--- src/design/gtf_pkg.sv ---
// Package for the global translation and fault register bank.
// Assumes a classic Wishbone slave with 32-bit data and byte addresses.
package gtf_pkg;
   localparam logic [7:0] OFF_REQ_LO = 8'h00;
   localparam logic [7:0] OFF_REQ_HI = 8'h04;
   localparam logic [7:0] OFF_STATUS = 8'h08;
   localparam logic [7:0] OFF_FAR_LO = 8'h0C;
   localparam logic [7:0] OFF_FAR_HI = 8'h10;
   localparam logic [7:0] OFF_FSR = 8'h14;
   localparam logic [7:0] OFF_RESTORE = 8'h18;
   localparam logic [7:0] OFF_CFG = 8'h1C;
   localparam logic [7:0] OFF_ALIAS = 8'h40;
   localparam int REQ_ADDR_LSB = 12;
   localparam int REQ_NDX_MSB = 7;
   localparam int V1_ADDR_MSB = 31;
   localparam int STAT_ACTIVE_BIT = 0;
   localparam int FSR_MULTI_BIT = 31;
   localparam int FSR_UUT_BIT = 8;
   localparam int FSR_CAF_BIT = 7;
   localparam int FSR_EF_BIT = 6;
   localparam int FSR_PF_BIT = 5;
   localparam int FSR_UNIMPL_CONTEXT_IRQ_FLAG_BIT = 4;
   localparam int FSR_UNIMPL_CONTEXT_BANK_FLAG_BIT = 3;
   localparam int FSR_STREAM_MATCH_CONFLICT_FLAG_BIT = 2;
   localparam int FSR_USF_BIT = 1;
   localparam int FSR_ICF_BIT = 0;
   localparam logic [31:0] FSR_SEC_MASK = 32'h800001FF;
   localparam logic [31:0] FSR_NS_MASK = 32'h800000FF;
   localparam logic [31:0] FSR_RESET = 32'h00000000;
   localparam logic [63:0] FAR_RESET = 64'h0000000000000000;
   localparam logic [5:0] IAS_32 = 6'h20;
   localparam logic [5:0] IAS_36 = 6'h24;
   localparam logic [5:0] IAS_40 = 6'h28;
   localparam logic [5:0] NBITS_MAX = 6'h3F;

   typedef struct packed {
      logic valid;
      logic secure;
      logic [63:0] addr;
      logic [7:0] context_bank_index;
   } gtf_req_type;

   typedef struct packed {
      logic valid;
      logic secure;
      logic in_context_bank;
      logic [8:0] flags;
      logic [63:0] addr;
   } gtf_fault_type;
endpackage

--- src/design/gtf_fsr_bank.sv ---
// One security copy of the global fault status and fault address.
// Assumes fault events and register writes come from the same clock.
module gtf_fsr_bank
   import gtf_pkg::*;
#(
   parameter logic [31:0] FSR_MASK = FSR_NS_MASK
)
(
   input wire logic clk_i,
   input wire logic rst_i,
   input wire logic [31:0] impl_mask_i,
   input wire logic [63:0] far_mask_i,
   input wire logic fault_i,
   input wire logic [8:0] fault_flags_i,
   input wire logic [63:0] fault_addr_i,
   input wire logic w1c_i,
   input wire logic restore_i,
   input wire logic far_lo_we_i,
   input wire logic far_hi_we_i,
   input wire logic [31:0] wdata_i,
   output logic [31:0] fsr_o,
   output logic [63:0] far_o
);
   logic [31:0] fsr_r;
   logic [31:0] fsr_nxt;
   logic [31:0] set_bits;
   logic [31:0] mask;

   assign mask = FSR_MASK & impl_mask_i;
   assign fsr_o = fsr_r;

   always_comb
   begin
      set_bits = {23'h000000, fault_flags_i} & mask;
      if (fault_i && (fsr_r != 32'h00000000))
      begin
         set_bits[FSR_MULTI_BIT] = 1'b1;
      end
      fsr_nxt = fsr_r;
      if (restore_i)
      begin
         fsr_nxt = wdata_i & mask;
      end
      else if (w1c_i)
      begin
         fsr_nxt = fsr_r & ~(wdata_i & mask);
      end
      // A fault in the same cycle as a clear must not be lost.
      if (fault_i)
      begin
         fsr_nxt = fsr_nxt | set_bits;
      end
   end

   always_ff @(posedge clk_i)
   begin
      if (rst_i)
      begin
         fsr_r <= FSR_RESET;
      end
      else
      begin
         fsr_r <= fsr_nxt;
      end
   end

   always_ff @(posedge clk_i)
   begin
      if (rst_i)
      begin
         far_o <= FAR_RESET;
      end
      else if (fault_i)
      begin
         far_o <= fault_addr_i & far_mask_i;
      end
      else if (far_lo_we_i)
      begin
         far_o[31:0] <= wdata_i & far_mask_i[31:0];
      end
      else if (far_hi_we_i)
      begin
         far_o[63:32] <= wdata_i & far_mask_i[63:32];
      end
   end
endmodule

--- src/design/gtf_regs.sv ---
// Global translation request, translation status and global fault registers.
// Assumes a classic Wishbone master and an external translation engine and
// fault detector on the same clock.
//
// Overview of operation
// - Low-word write zero-extends; high-word write discarded.
// - Request: address 63:12, bank index 7:0.
// - Request write starts unprivileged-write translation.
// - Translation outcome goes to result register.
// - Access security selects request register copy.
// - Earlier version: 32-bit request, address 31:12.
// - Status bit 0 shows translation active.
// - Fault address captures input address, low N.
// - Later version: N from upstream bus size.
// - Earlier version: N is 32, 36, 40.
// - Write one clears fault status bit.
// - Further error while nonzero sets multi flag.
// - Bit 8 secure-only unsupported upstream flag.
// - Bits 4, 3 unimplemented context flags.
// - Bits 2, 1, 0 stream and context flags.
// - Permission and external flags; permission may be zero.
// - No configuration faults: flag reads zero.
// - Context bank faults skip global status.
// - Restore write overwrites whole fault status.
// - Each restore copy restores its own status.
// - Banked copies; secure alias reaches non-secure copy.
// - Other request variants share layout and result.
//
// Implementation choices: the address map and the Wishbone register port.
module gtf_regs
   import gtf_pkg::*;
#(
   parameter bit LEGACY_V1 = 1'b0,
   parameter logic [5:0] IAS_BITS = IAS_40,
   parameter logic [5:0] UBS_BITS = 6'h30,
   parameter bit CFG_FAULT_SUPPORTED = 1'b1,
   parameter bit PERM_FAULT_SUPPORTED = 1'b1
)
(
   input wire logic clk_i,
   input wire logic rst_i,
   input wire logic cyc_i,
   input wire logic stb_i,
   input wire logic we_i,
   input wire logic [7:0] adr_i,
   input wire logic [3:0] sel_i,
   input wire logic [31:0] dat_i,
   input wire logic secure_i,
   output logic [31:0] dat_o,
   output logic ack_o,
   output logic err_o,
   output gtf_req_type xlate_req_o,
   input wire logic result_written_i,
   input wire logic result_secure_i,
   input wire gtf_fault_type fault_i,
   output logic [63:0] result_o,
   output logic result_valid_o,
   input wire logic [63:0] result_i,
   output logic ns_active_o,
   output logic s_active_o
);
   logic req_access;
   logic [7:0] reg_off;
   logic to_ns;
   logic known;
   logic wr;
   logic full_word;
   logic [31:0] impl_mask;
   logic [63:0] far_mask;
   logic [5:0] n_bits;
   logic [1:0] active_r;
   logic [31:0] fsr_s;
   logic [31:0] fsr_ns;
   logic [63:0] far_s;
   logic [63:0] far_ns;
   logic fault_s;
   logic fault_ns;
   logic [31:0] rdata;
   logic [7:0] cfg_r;
   logic req_wr;
   logic wr_s;
   logic wr_ns;
   logic w1c_s;
   logic w1c_ns;
   logic restore_s;
   logic restore_ns;
   logic far_lo_s;
   logic far_lo_ns;
   logic far_hi_s;
   logic far_hi_ns;

   function automatic logic [63:0] low_ones(input logic [5:0] n);
      logic [63:0] m;
      m = 64'h0000000000000000;
      for (int i = 0; i < 64; i++)
      begin
         m[i] = (i < int'(n));
      end
      return m;
   endfunction

   // Strobe for one register offset, shared by the write decodes in the strobe block below.
   function automatic logic hit(input logic en, input logic [7:0] off, input logic [7:0] tgt);
      return en && (off == tgt);
   endfunction

   // Only aligned offsets inside the bank are answered; the rest get an error.
   function automatic logic mapped(input logic [7:0] off);
      return (off <= OFF_CFG) && (off[1:0] == 2'b00);
   endfunction

   assign req_access = cyc_i && stb_i && !ack_o && !err_o;
   // Secure software reaching the alias window targets the non-secure copy.
   assign to_ns = !secure_i || (adr_i >= OFF_ALIAS);
   assign reg_off = (secure_i && adr_i >= OFF_ALIAS) ? adr_i - OFF_ALIAS : adr_i;
   assign known = mapped(reg_off);
   assign wr = req_access && we_i && known;
   assign full_word = (sel_i == 4'hF);

   // Register write strobes other than the configuration write are decoded here, one per security copy except the request strobe.
   always_comb
   begin
      wr_s = wr && full_word && !to_ns;
      wr_ns = wr && full_word && to_ns;
      req_wr = hit(wr && full_word, reg_off, OFF_REQ_LO);
      w1c_s = hit(wr_s, reg_off, OFF_FSR);
      w1c_ns = hit(wr_ns, reg_off, OFF_FSR);
      restore_s = hit(wr_s, reg_off, OFF_RESTORE);
      restore_ns = hit(wr_ns, reg_off, OFF_RESTORE);
      far_lo_s = hit(wr_s, reg_off, OFF_FAR_LO);
      far_lo_ns = hit(wr_ns, reg_off, OFF_FAR_LO);
      far_hi_s = hit(wr_s, reg_off, OFF_FAR_HI);
      far_hi_ns = hit(wr_ns, reg_off, OFF_FAR_HI);
   end

   assign n_bits = LEGACY_V1 ? IAS_BITS : UBS_BITS;
   assign far_mask = low_ones(n_bits);

   always_comb
   begin
      impl_mask = 32'hFFFFFFFF;
      impl_mask[FSR_CAF_BIT] = CFG_FAULT_SUPPORTED;
      impl_mask[FSR_PF_BIT] = PERM_FAULT_SUPPORTED;
   end

   // Accept a request only for a full 32-bit write; partial lanes are dropped.
   always_ff @(posedge clk_i)
   begin
      if (rst_i)
      begin
         xlate_req_o <= '0;
      end
      else
      begin
         xlate_req_o.valid <= 1'b0;
         if (req_wr)
         begin
            xlate_req_o.valid <= 1'b1;
            xlate_req_o.secure <= !to_ns;
            xlate_req_o.addr <= {32'h00000000, dat_i[31:REQ_ADDR_LSB], 12'h000};
            xlate_req_o.context_bank_index <= dat_i[REQ_NDX_MSB:0];
            if (LEGACY_V1)
            begin
               xlate_req_o.addr[63:V1_ADDR_MSB + 1] <= 32'h00000000;
            end
         end
      end
   end

   // A request overlapping an active one is undefined; software waits first.
   always_ff @(posedge clk_i)
   begin
      if (rst_i)
      begin
         active_r <= 2'b00;
      end
      else
      begin
         for (int b = 0; b < 2; b++)
         begin
            if (result_written_i && (result_secure_i == (b == 1)))
            begin
               active_r[b] <= 1'b0;
            end
            if (req_wr && ((!to_ns) == (b == 1)))
            begin
               active_r[b] <= 1'b1;
            end
         end
      end
   end
   assign ns_active_o = active_r[0];
   assign s_active_o = active_r[1];

   always_ff @(posedge clk_i)
   begin
      if (rst_i)
      begin
         result_o <= 64'h0000000000000000;
      end
      else if (result_written_i)
      begin
         result_o <= result_i;
      end
   end

   // Sticky, so software can tell a real result from the reset value.
   always_ff @(posedge clk_i)
   begin
      if (rst_i)
      begin
         result_valid_o <= 1'b0;
      end
      else if (result_written_i)
      begin
         result_valid_o <= 1'b1;
      end
   end

   always_ff @(posedge clk_i)
   begin
      if (rst_i)
      begin
         cfg_r <= 8'h00;
      end
      else if (wr && reg_off == OFF_CFG && sel_i[0])
      begin
         cfg_r <= dat_i[7:0];
      end
   end

   // Faults tied to a context bank are recorded there, never here.
   assign fault_s = fault_i.valid && fault_i.secure && !fault_i.in_context_bank;
   assign fault_ns = fault_i.valid && !fault_i.secure && !fault_i.in_context_bank;

   gtf_fsr_bank #(
      .FSR_MASK(FSR_SEC_MASK)
   ) u_bank_s (
      .clk_i(clk_i),
      .rst_i(rst_i),
      .impl_mask_i(impl_mask),
      .far_mask_i(far_mask),
      .fault_i(fault_s),
      .fault_flags_i(fault_i.flags),
      .fault_addr_i(fault_i.addr),
      .w1c_i(w1c_s),
      .restore_i(restore_s),
      .far_lo_we_i(far_lo_s),
      .far_hi_we_i(far_hi_s),
      .wdata_i(dat_i),
      .fsr_o(fsr_s),
      .far_o(far_s)
   );

   gtf_fsr_bank #(
      .FSR_MASK(FSR_NS_MASK)
   ) u_bank_ns (
      .clk_i(clk_i),
      .rst_i(rst_i),
      .impl_mask_i(impl_mask),
      .far_mask_i(far_mask),
      .fault_i(fault_ns),
      .fault_flags_i(fault_i.flags),
      .fault_addr_i(fault_i.addr),
      .w1c_i(w1c_ns),
      .restore_i(restore_ns),
      .far_lo_we_i(far_lo_ns),
      .far_hi_we_i(far_hi_ns),
      .wdata_i(dat_i),
      .fsr_o(fsr_ns),
      .far_o(far_ns)
   );

   // Write-only registers read as zero, as do reserved bits.
   always_comb
   begin
      rdata = 32'h00000000;
      unique case (reg_off)
         OFF_STATUS:
         begin
            rdata[STAT_ACTIVE_BIT] = to_ns ? active_r[0] : active_r[1];
         end
         OFF_FAR_LO:
         begin
            rdata = to_ns ? far_ns[31:0] : far_s[31:0];
         end
         OFF_FAR_HI:
         begin
            rdata = to_ns ? far_ns[63:32] : far_s[63:32];
         end
         OFF_FSR:
         begin
            rdata = to_ns ? fsr_ns : fsr_s;
         end
         OFF_CFG:
         begin
            rdata = {18'h00000, n_bits, cfg_r};
         end
         default:
         begin
            rdata = 32'h00000000;
         end
      endcase
   end

   always_ff @(posedge clk_i)
   begin
      if (rst_i)
      begin
         ack_o <= 1'b0;
      end
      else
      begin
         ack_o <= req_access && known;
      end
   end

   // Unmapped or misaligned offsets answer with an error instead of an ack.
   always_ff @(posedge clk_i)
   begin
      if (rst_i)
      begin
         err_o <= 1'b0;
      end
      else
      begin
         err_o <= req_access && !known;
      end
   end

   // Read data is zero whenever no read is answered, so stale values never leak.
   always_ff @(posedge clk_i)
   begin
      if (rst_i)
      begin
         dat_o <= 32'h00000000;
      end
      else
      begin
         dat_o <= (req_access && known && !we_i) ? rdata : 32'h00000000;
      end
   end
endmodule

--- config.mk ---
export PLATFORM = sky130hd
export DESIGN_NAME = gtf_regs
export DESIGN_NICKNAME = d
export VERILOG_FILES = /design/src/design/gtf_pkg.sv /design/src/design/gtf_fsr_bank.sv /design/src/design/gtf_regs.sv
export SDC_FILE = /design/constraint.sdc
export NUM_CORES = 1
export LEC_CHECK = 0
export BUFFER_PORTS_ARGS = -buffer_cell sky130_fd_sc_hd__clkbuf_2
export CORE_AREA = 2 2 160 162
export CTS_CLUSTER_DIAMETER = 30
export DETAILED_ROUTE_END_ITERATION = 6
export DIE_AREA = 0 0 162 164
export PLACE_DENSITY = 0.71
export SKIP_CTS_REPAIR_TIMING = 1
export SLEW_MARGIN = 0
export SYNTH_ARGS = -nofsm -noshare
export SYNTH_HDL_FRONTEND = slang
export SYNTH_SLANG_ARGS = --single-unit
export TNS_END_PERCENT = 1
--- constraint.sdc ---
create_clock -name clk_i -period 6.91 [get_ports clk_i]
set_clock_uncertainty 0.15 [all_clocks]
set_input_delay 1.382 -clock clk_i [delete_from_list [all_inputs] [get_ports clk_i]]
set_output_delay 1.382 -clock clk_i [all_outputs]
set_load 0.05 [all_outputs]
# ---- Word level (Yosys, flattened, before mapping)
# Cells that the tools add are included.
dict set report totals {
  ff_bits 299
  inputBits 192
  output_inout_bits 175
  wordCells 122
}
dict set report classes {
  n_addsub 1
  n_lt_le_gt_ge 2
  n_eq_ne 9
  n_mux 28
  bitwise_logic 8
  n_reduce_logical 56
}
# operator n
set op_table {}
lappend op_table {{$mux W32} 10}
lappend op_table {{$pmux W31 S4} 1}
lappend op_table {{$mux W48} 2}
lappend op_table {{$mux W16} 5}
lappend op_table {{$mux W74} 1}
lappend op_table {{$and A32 B32 Y32} 2}
lappend op_table {{$not A32 Y32} 2}
lappend op_table {{$or A32 B32 Y32} 2}
lappend op_table {{$reduce_bool A32 Y1} 2}
lappend op_table {{$logic_and A1 B1 Y1} 34}
lappend op_table {{$eq A8 B5 Y1 const B} 4}
lappend op_table {{$eq A8 B4 Y1 const B} 2}
lappend op_table {{$reduce_bool A2 Y1} 6}
lappend op_table {{$ge A8 B7 Y1 const B} 1}
lappend op_table {{$le A8 B5 Y1 const B} 1}
lappend op_table {{$logic_not A1 Y1} 8}
lappend op_table {{$logic_not A8 Y1} 1}
lappend op_table {{$mux W8} 1}
lappend op_table {{$sub A8 B7 Y8 const B} 1}
lappend op_table {{$mux W1} 7}
lappend op_table {{$pmux W1 S5} 1}
lappend op_table {{$eq A4 B4 Y1 const B} 1}
lappend op_table {{$ne A2 B1 Y1 const B} 2}
lappend op_table {{$reduce_and A2 Y1} 2}
lappend op_table {{4 further kinds} 5}

# ---- Longest topological paths before layout
dict set report depth {
  ltp_word 13
  ltp_mapped 12
  mapped_depth_nobuf 8
}

# ---- Cells and area by module
# A second synthesis with hierarchy kept.
dict set report unflattened {
  hier_cells 1709
  area_unflattened_um2 15244.6
}
# mod n_inst cells_each area_per_inst_um2 seq_area_each_um2
set by_module_without_submodules {}
lappend by_module_without_submodules {gtf_regs 1 767 7039.3 2782.7}
lappend by_module_without_submodules {{gtf_fsr_bank (u_bank_s)} 1 473 4116.4 1481.4}
lappend by_module_without_submodules {{gtf_fsr_bank (u_bank_ns)} 1 469 4088.9 1461.4}

# ---- Worst setup path before layout
# OpenSTA, ideal clock, no wires.
dict set report synth_path {
  kind {input-to-reg}
  start {input port adr_i[6]}
  end {register u_bank_s.far_o[27]}
  setup_time_ps 142
  arrival_ps 3570
  required_ps 6618
  path_slack_ps 3048
  stages 12
  n_path_buf 4
  path_cell_list {inv_1 -> ha_1 -> nand4b_1 -> o31a_1 -> buf_6 -> or4_4 -> buf_6 -> or4_4 -> buf_6 -> buf_6 -> nand2_1 -> a311oi_1}
}
dict set report synth_via {
  elab_chain_cells 10
  word_cells_on_any_way 15
  classes_between {1 x add/sub; 2 x order compare; 1 x eq/ne; 1 x mux; 10 x reduce/logical}
}
# element line
set synth_lines {}
lappend synth_lines {{from (decl)} gtf_regs.sv:45} ;# input wire logic [7:0] adr_i,
lappend synth_lines {{$ge A8 B7 Y1} {gtf_regs.sv:114, gtf_regs.sv:115}}
lappend synth_lines {{$logic_and A1 B1 Y1} gtf_regs.sv:115} ;# assign reg_off = (secure_i && adr_i >= OFF_ALIAS) ? adr_i - OFF_ALIAS : adr_i;
lappend synth_lines {{$mux W8} gtf_regs.sv:115}
lappend synth_lines {{$le A8 B5 Y1 / $logic_not A2 Y1 (equally long branches)} gtf_regs.sv:109} ;# return (off <= OFF_CFG) && (off[1:0] == 2'b00);
lappend synth_lines {{$logic_and A1 B1 Y1} gtf_regs.sv:109}
lappend synth_lines {{$logic_and A1 B1 Y1} gtf_regs.sv:117} ;# assign wr = req_access && we_i && known;
lappend synth_lines {{$logic_and A1 B1 Y1 (2 in series)} gtf_regs.sv:123} ;# wr_s = wr && full_word && !to_ns;
lappend synth_lines {{$logic_and A1 B1 Y1 *} gtf_regs.sv:104} ;# return en && (off == tgt);
lappend synth_lines {{$reduce_bool A2 Y1 (no line) *} n/a}
lappend synth_lines {{to (signal assigned)} gtf_fsr_bank.sv:75} ;# far_o <= fault_addr_i & far_mask_i;
lappend synth_lines {{to (signal assigned)} gtf_fsr_bank.sv:79} ;# far_o[31:0] <= wdata_i & far_mask_i[31:0];
lappend synth_lines {{to (decl)} gtf_fsr_bank.sv:22} ;# output logic [63:0] far_o
# Every way passes the cells marked *; elsewhere a longest branch is shown, timed or not.
# A chain may end at the register's enable or synchronous reset.

# ---- Final worst setup path
dict set report layout_path {
  start {input port adr_i[6]}
  end {register dat_o[11]}
}
dict set report layout_via {
  elab_chain_cells 9
  word_cells_on_any_way 20
  classes_between {1 x add/sub; 2 x order compare; 4 x eq/ne; 5 x mux; 1 x bitwise; 7 x reduce/logical}
}
# element line
set layout_lines {}
lappend layout_lines {{$ge A8 B7 Y1} {gtf_regs.sv:114, gtf_regs.sv:115}}
lappend layout_lines {{$logic_and A1 B1 Y1} gtf_regs.sv:115}
lappend layout_lines {{$mux W8} gtf_regs.sv:115}
lappend layout_lines {{$le A8 B5 Y1 / $logic_not A2 Y1 (equally long branches)} gtf_regs.sv:109}
lappend layout_lines {{$logic_and A1 B1 Y1} gtf_regs.sv:109}
lappend layout_lines {{$logic_and A1 B1 Y1 (2 in series)} gtf_regs.sv:340} ;# dat_o <= (req_access && known && !we_i) ? rdata : 32'h00000000;
lappend layout_lines {{$not A1 Y1 (no line)} n/a}
lappend layout_lines {{$reduce_or A2 Y1 (no line)} n/a}
lappend layout_lines {{to (signal assigned)} gtf_regs.sv:340}
lappend layout_lines {{to (decl)} gtf_regs.sv:49} ;# output logic [31:0] dat_o,
# Several ways; a longest one is shown, not always the timed one.

==> flow_summary.toml <==
[synth]
number_of_instances_in_the_synthesized_netlist = 1352
yosys.cell_types.count = 52
number_of_enable_type_register_cells_in_the_synthesized_netlist = 0
yosys.area.top_type = "dfxtp_1"
yosysTopAreaCellShare = 0.458
post_synth.cell_area_avg_sq_um = 8.20
synth-seq-area-share = 0.458
synth.cell_area_sq_um = 11100
synth-main-ff-cell = "dfxtp_1"
async_flop_share = 0
synth-warning-count = 0
synth-seq-cells = 254
cell_types_with_the_largest_area_share_after_synthesis = "dfxtp_1 (46%), nand2_1 (12%), mux2i_1 (8.8%)"

[pwr]
irDropWorstVdd_uv = 231
p_per_cell_area_nw_per_um2 = 323
power_mw = 4.66
p_leak_nw = 6.13

[worst_setup_path]
path_common_cell = "nand2_1"
crit_start_category = "input port"
worstPathCellList = "clkbuf_2, inv_1, ha_1, nor2b_1, o31ai_1, nand2_1, nor3_1, buf_4, nand2_1, o22ai_1"
worstSetupEndpointType = "register"
critical_path.slowest_cell = "nand2_1"
worstRegToRegCells = 7
cp_data_arrival_time_ns = 4.21
critPathMaxFanout = 20
crit_required_ns = 7.21
critical_path_class = "input port to register"
critical_path.max_stage_delay_ns = 0.55

[place]
place.gp.congestion = 0.847
dp.final_hpwl_um = 24100
placement.cell_area_sq_um = 12500
placement.setup.worst_slack_ns = 2.51
place.port_buffers = 306

[clocking]
cts.htree.levels = 2
cts_buffers = 56
clock_insertion_delay_worst_skew_ns = 0.56
ctsLongestPathBuffers = 3
clock_input_transition_at_the_sequential_cells_of_the_worst_setup_and_hold_paths_ns = 0.05
cts_tree = "built"
cts.root.buffer_cell = "clkbuf_16"
clock_sink_count = 254

[timing]
rsz0062_at_grt = "false"
fmaxAchievable_mhz = 256
layout_setup_ws_ns = 3.00
finalCritPeriodShare = 0.566
fin_hold_ws_ns = 0.299
worst_slew_pin_slew_ns = 1.15
hold_violations = 0
worst_slew_margin_rel = 0.234
post-route-min-period_ns = 3.91
setup_viol = 0
setup-tns-final_ns = 0
drv_slew = 0

[floorplanning]
width_of_the_die_um = 162
initial_core_util = 0.447
io_pins = 367
die-height_um = 164
floorplan.core_area_sq_um = 24800
core.rowCount = 58
die_area_sq_um = 26600

[routing]
routed_wire_length_per_instance_um = 18.6
wirelength_um = 37100
drt_pre_antenna_iters = 7
met1Wirelength_um = 14800
post_drt_via_cell_ratio = 5.43
wl_met2_um = 17600
dr.first_iter.drc_count = 994
detailroute.wirelength.met3_um = 3450
route.antenna.remaining_nets = 0
via_total_after_detailed_routing = 10900
drc = 2
routed.top_layer = "met5"

[job]
drv.max_cap_violation_count = 0

[grt]
globalRouteOverflowTotal = 0
grt_max_degree = 126
initial_antenna_violation_count = 2
grt_pass1_wl_um = 55700
first_global_vias = 10200
grt_util_all_layers = 0.266

[layout]
final_nets = 1814
filler_cell_count = 2238
final_cell_mix = "nand2_1 (358), clkbuf_2 (304), dfxtp_1 (254)"
final_area_sq_um = 14400
syn_to_final_growth_pct = 30.2
layout_commonest_cell = "nand2_1"
drive_above_1_share = 0.260

[worst_hold_path]
hold_path_depth = 2
timing.hold.worst.class = "register to register"

[outcome]
violations = "DRC"
result_of_the_run = "finished, violations left"
==> logic make-up (layout without fill, tap and decap cells) <==
| family | after synthesis | count (layout) | synth area share |
|---|---|---|---|
| multiplexers | 98 | 98 | 0.0884 |
| AND/OR/NAND/NOR | 594 | 594 | 0.222 |
| buffers and inverters | 159 | 432 | 0.0781 |
| other | 1 | 46 | 0.000338 |
| flip-flops | 254 | 254 | 0.458 |
| AO/OA/AOI/OAI | 245 | 245 | 0.151 |
| adder cells (fa/ha/maj) | 1 | 1 | 0.00113 |
==> where the power goes <==
group / switching (mW) / total [mW] / internal [mW] / leakage (nW)
sequential: 0.0316 / 1.56 / 1.53 / 2.07
combinational: 0.294 / 0.408 / 0.114 / 3.10
clock: 0.846 / 2.69 / 1.85 / 0.953
==> cell type report <==
class / count / area (sq um) / area share
Clock inverter: 32 / 385 / 0.0267
Tap cell: 330 / 413 / 0.0286
Inverter: 5 / 18.8 / 0.00130
Sequential cell: 254 / 5080 / 0.352
Antenna cell: 2 / 5.00 / 0.000347
Multi-Input combinational cell: 982 / 5310 / 0.368
Clock buffer: 73 / 1570 / 0.108
Timing Repair Buffer: 322 / 1660 / 0.115
==> routing by layer <==
layer,global-route usage,vias up
met5,0,-
met4,0.103,2
met3,0.0699,89
met2,0.443,554
met1,0.330,5085
li1,-,5121
==> sequential cells by signal, indices dropped and copies added, names as in the netlist <==
name             flops
u_bank_ns.fsr_o      9
xlate_req_o         30
u_bank_s.fsr_o      10
u_bank_ns.far_o     48
result_valid_o       1
dat_o               32
active_r             2
ack_o                1
result_o            64
err_o                1
u_bank_s.far_o      48
cfg_r                8
==> synthesized netlist by cell type, types with 2 or more instances <==
cell	n
buf_2	8
and3_1	2
o22ai_1	24
nor3b_1	2
a311oi_1	80
buf_4	45
buf_1	7
or4_4	2
a211oi_1	17
nor2b_1	2
a221o_1	7
nand2_1	359
nor4_4	3
or3_1	5
o31a_1	2
nor3_2	2
nor3_1	7
clkbuf_1	82
o41ai_1	2
nand2b_1	2
mux2i_1	98
nand4_1	2
o21ai_0	11
nand3_1	4
and4_1	2
dfxtp_1	254
or4_1	3
buf_6	12
nor2_1	180
a21oi_1	93
inv_1	5
nor4_1	5
a221oi_1	4
==> through the flow <==
step	instances	utilization
2_1_floorplan	1395	-
3_3_place_gp	1893	0.503
3_5_place_dp	1893	0.503
4_1_cts	1998	0.582
5_1_grt	1998	0.582
6_report	2000	0.582
==> final timing paths <==
kind | start | endpoint | slack (ns)
min reg2reg | u_bank_s.far_o[21] | dat_o[21] | 0.30
max reg2reg | ack_o | u_bank_ns.far_o[0] | 3.89
max | adr_i[6] | dat_o[11] | 3.00
min | u_bank_s.far_o[21] | dat_o[21] | 0.30
==> critical path: cells and delay by family <==
kind            cells  cell delay, ns
simple gates        4            1.35
compound gates      2            0.89
buf+inv             3            0.36
fa+ha+maj           1            0.21
Power figures use the tool's default switching activity.
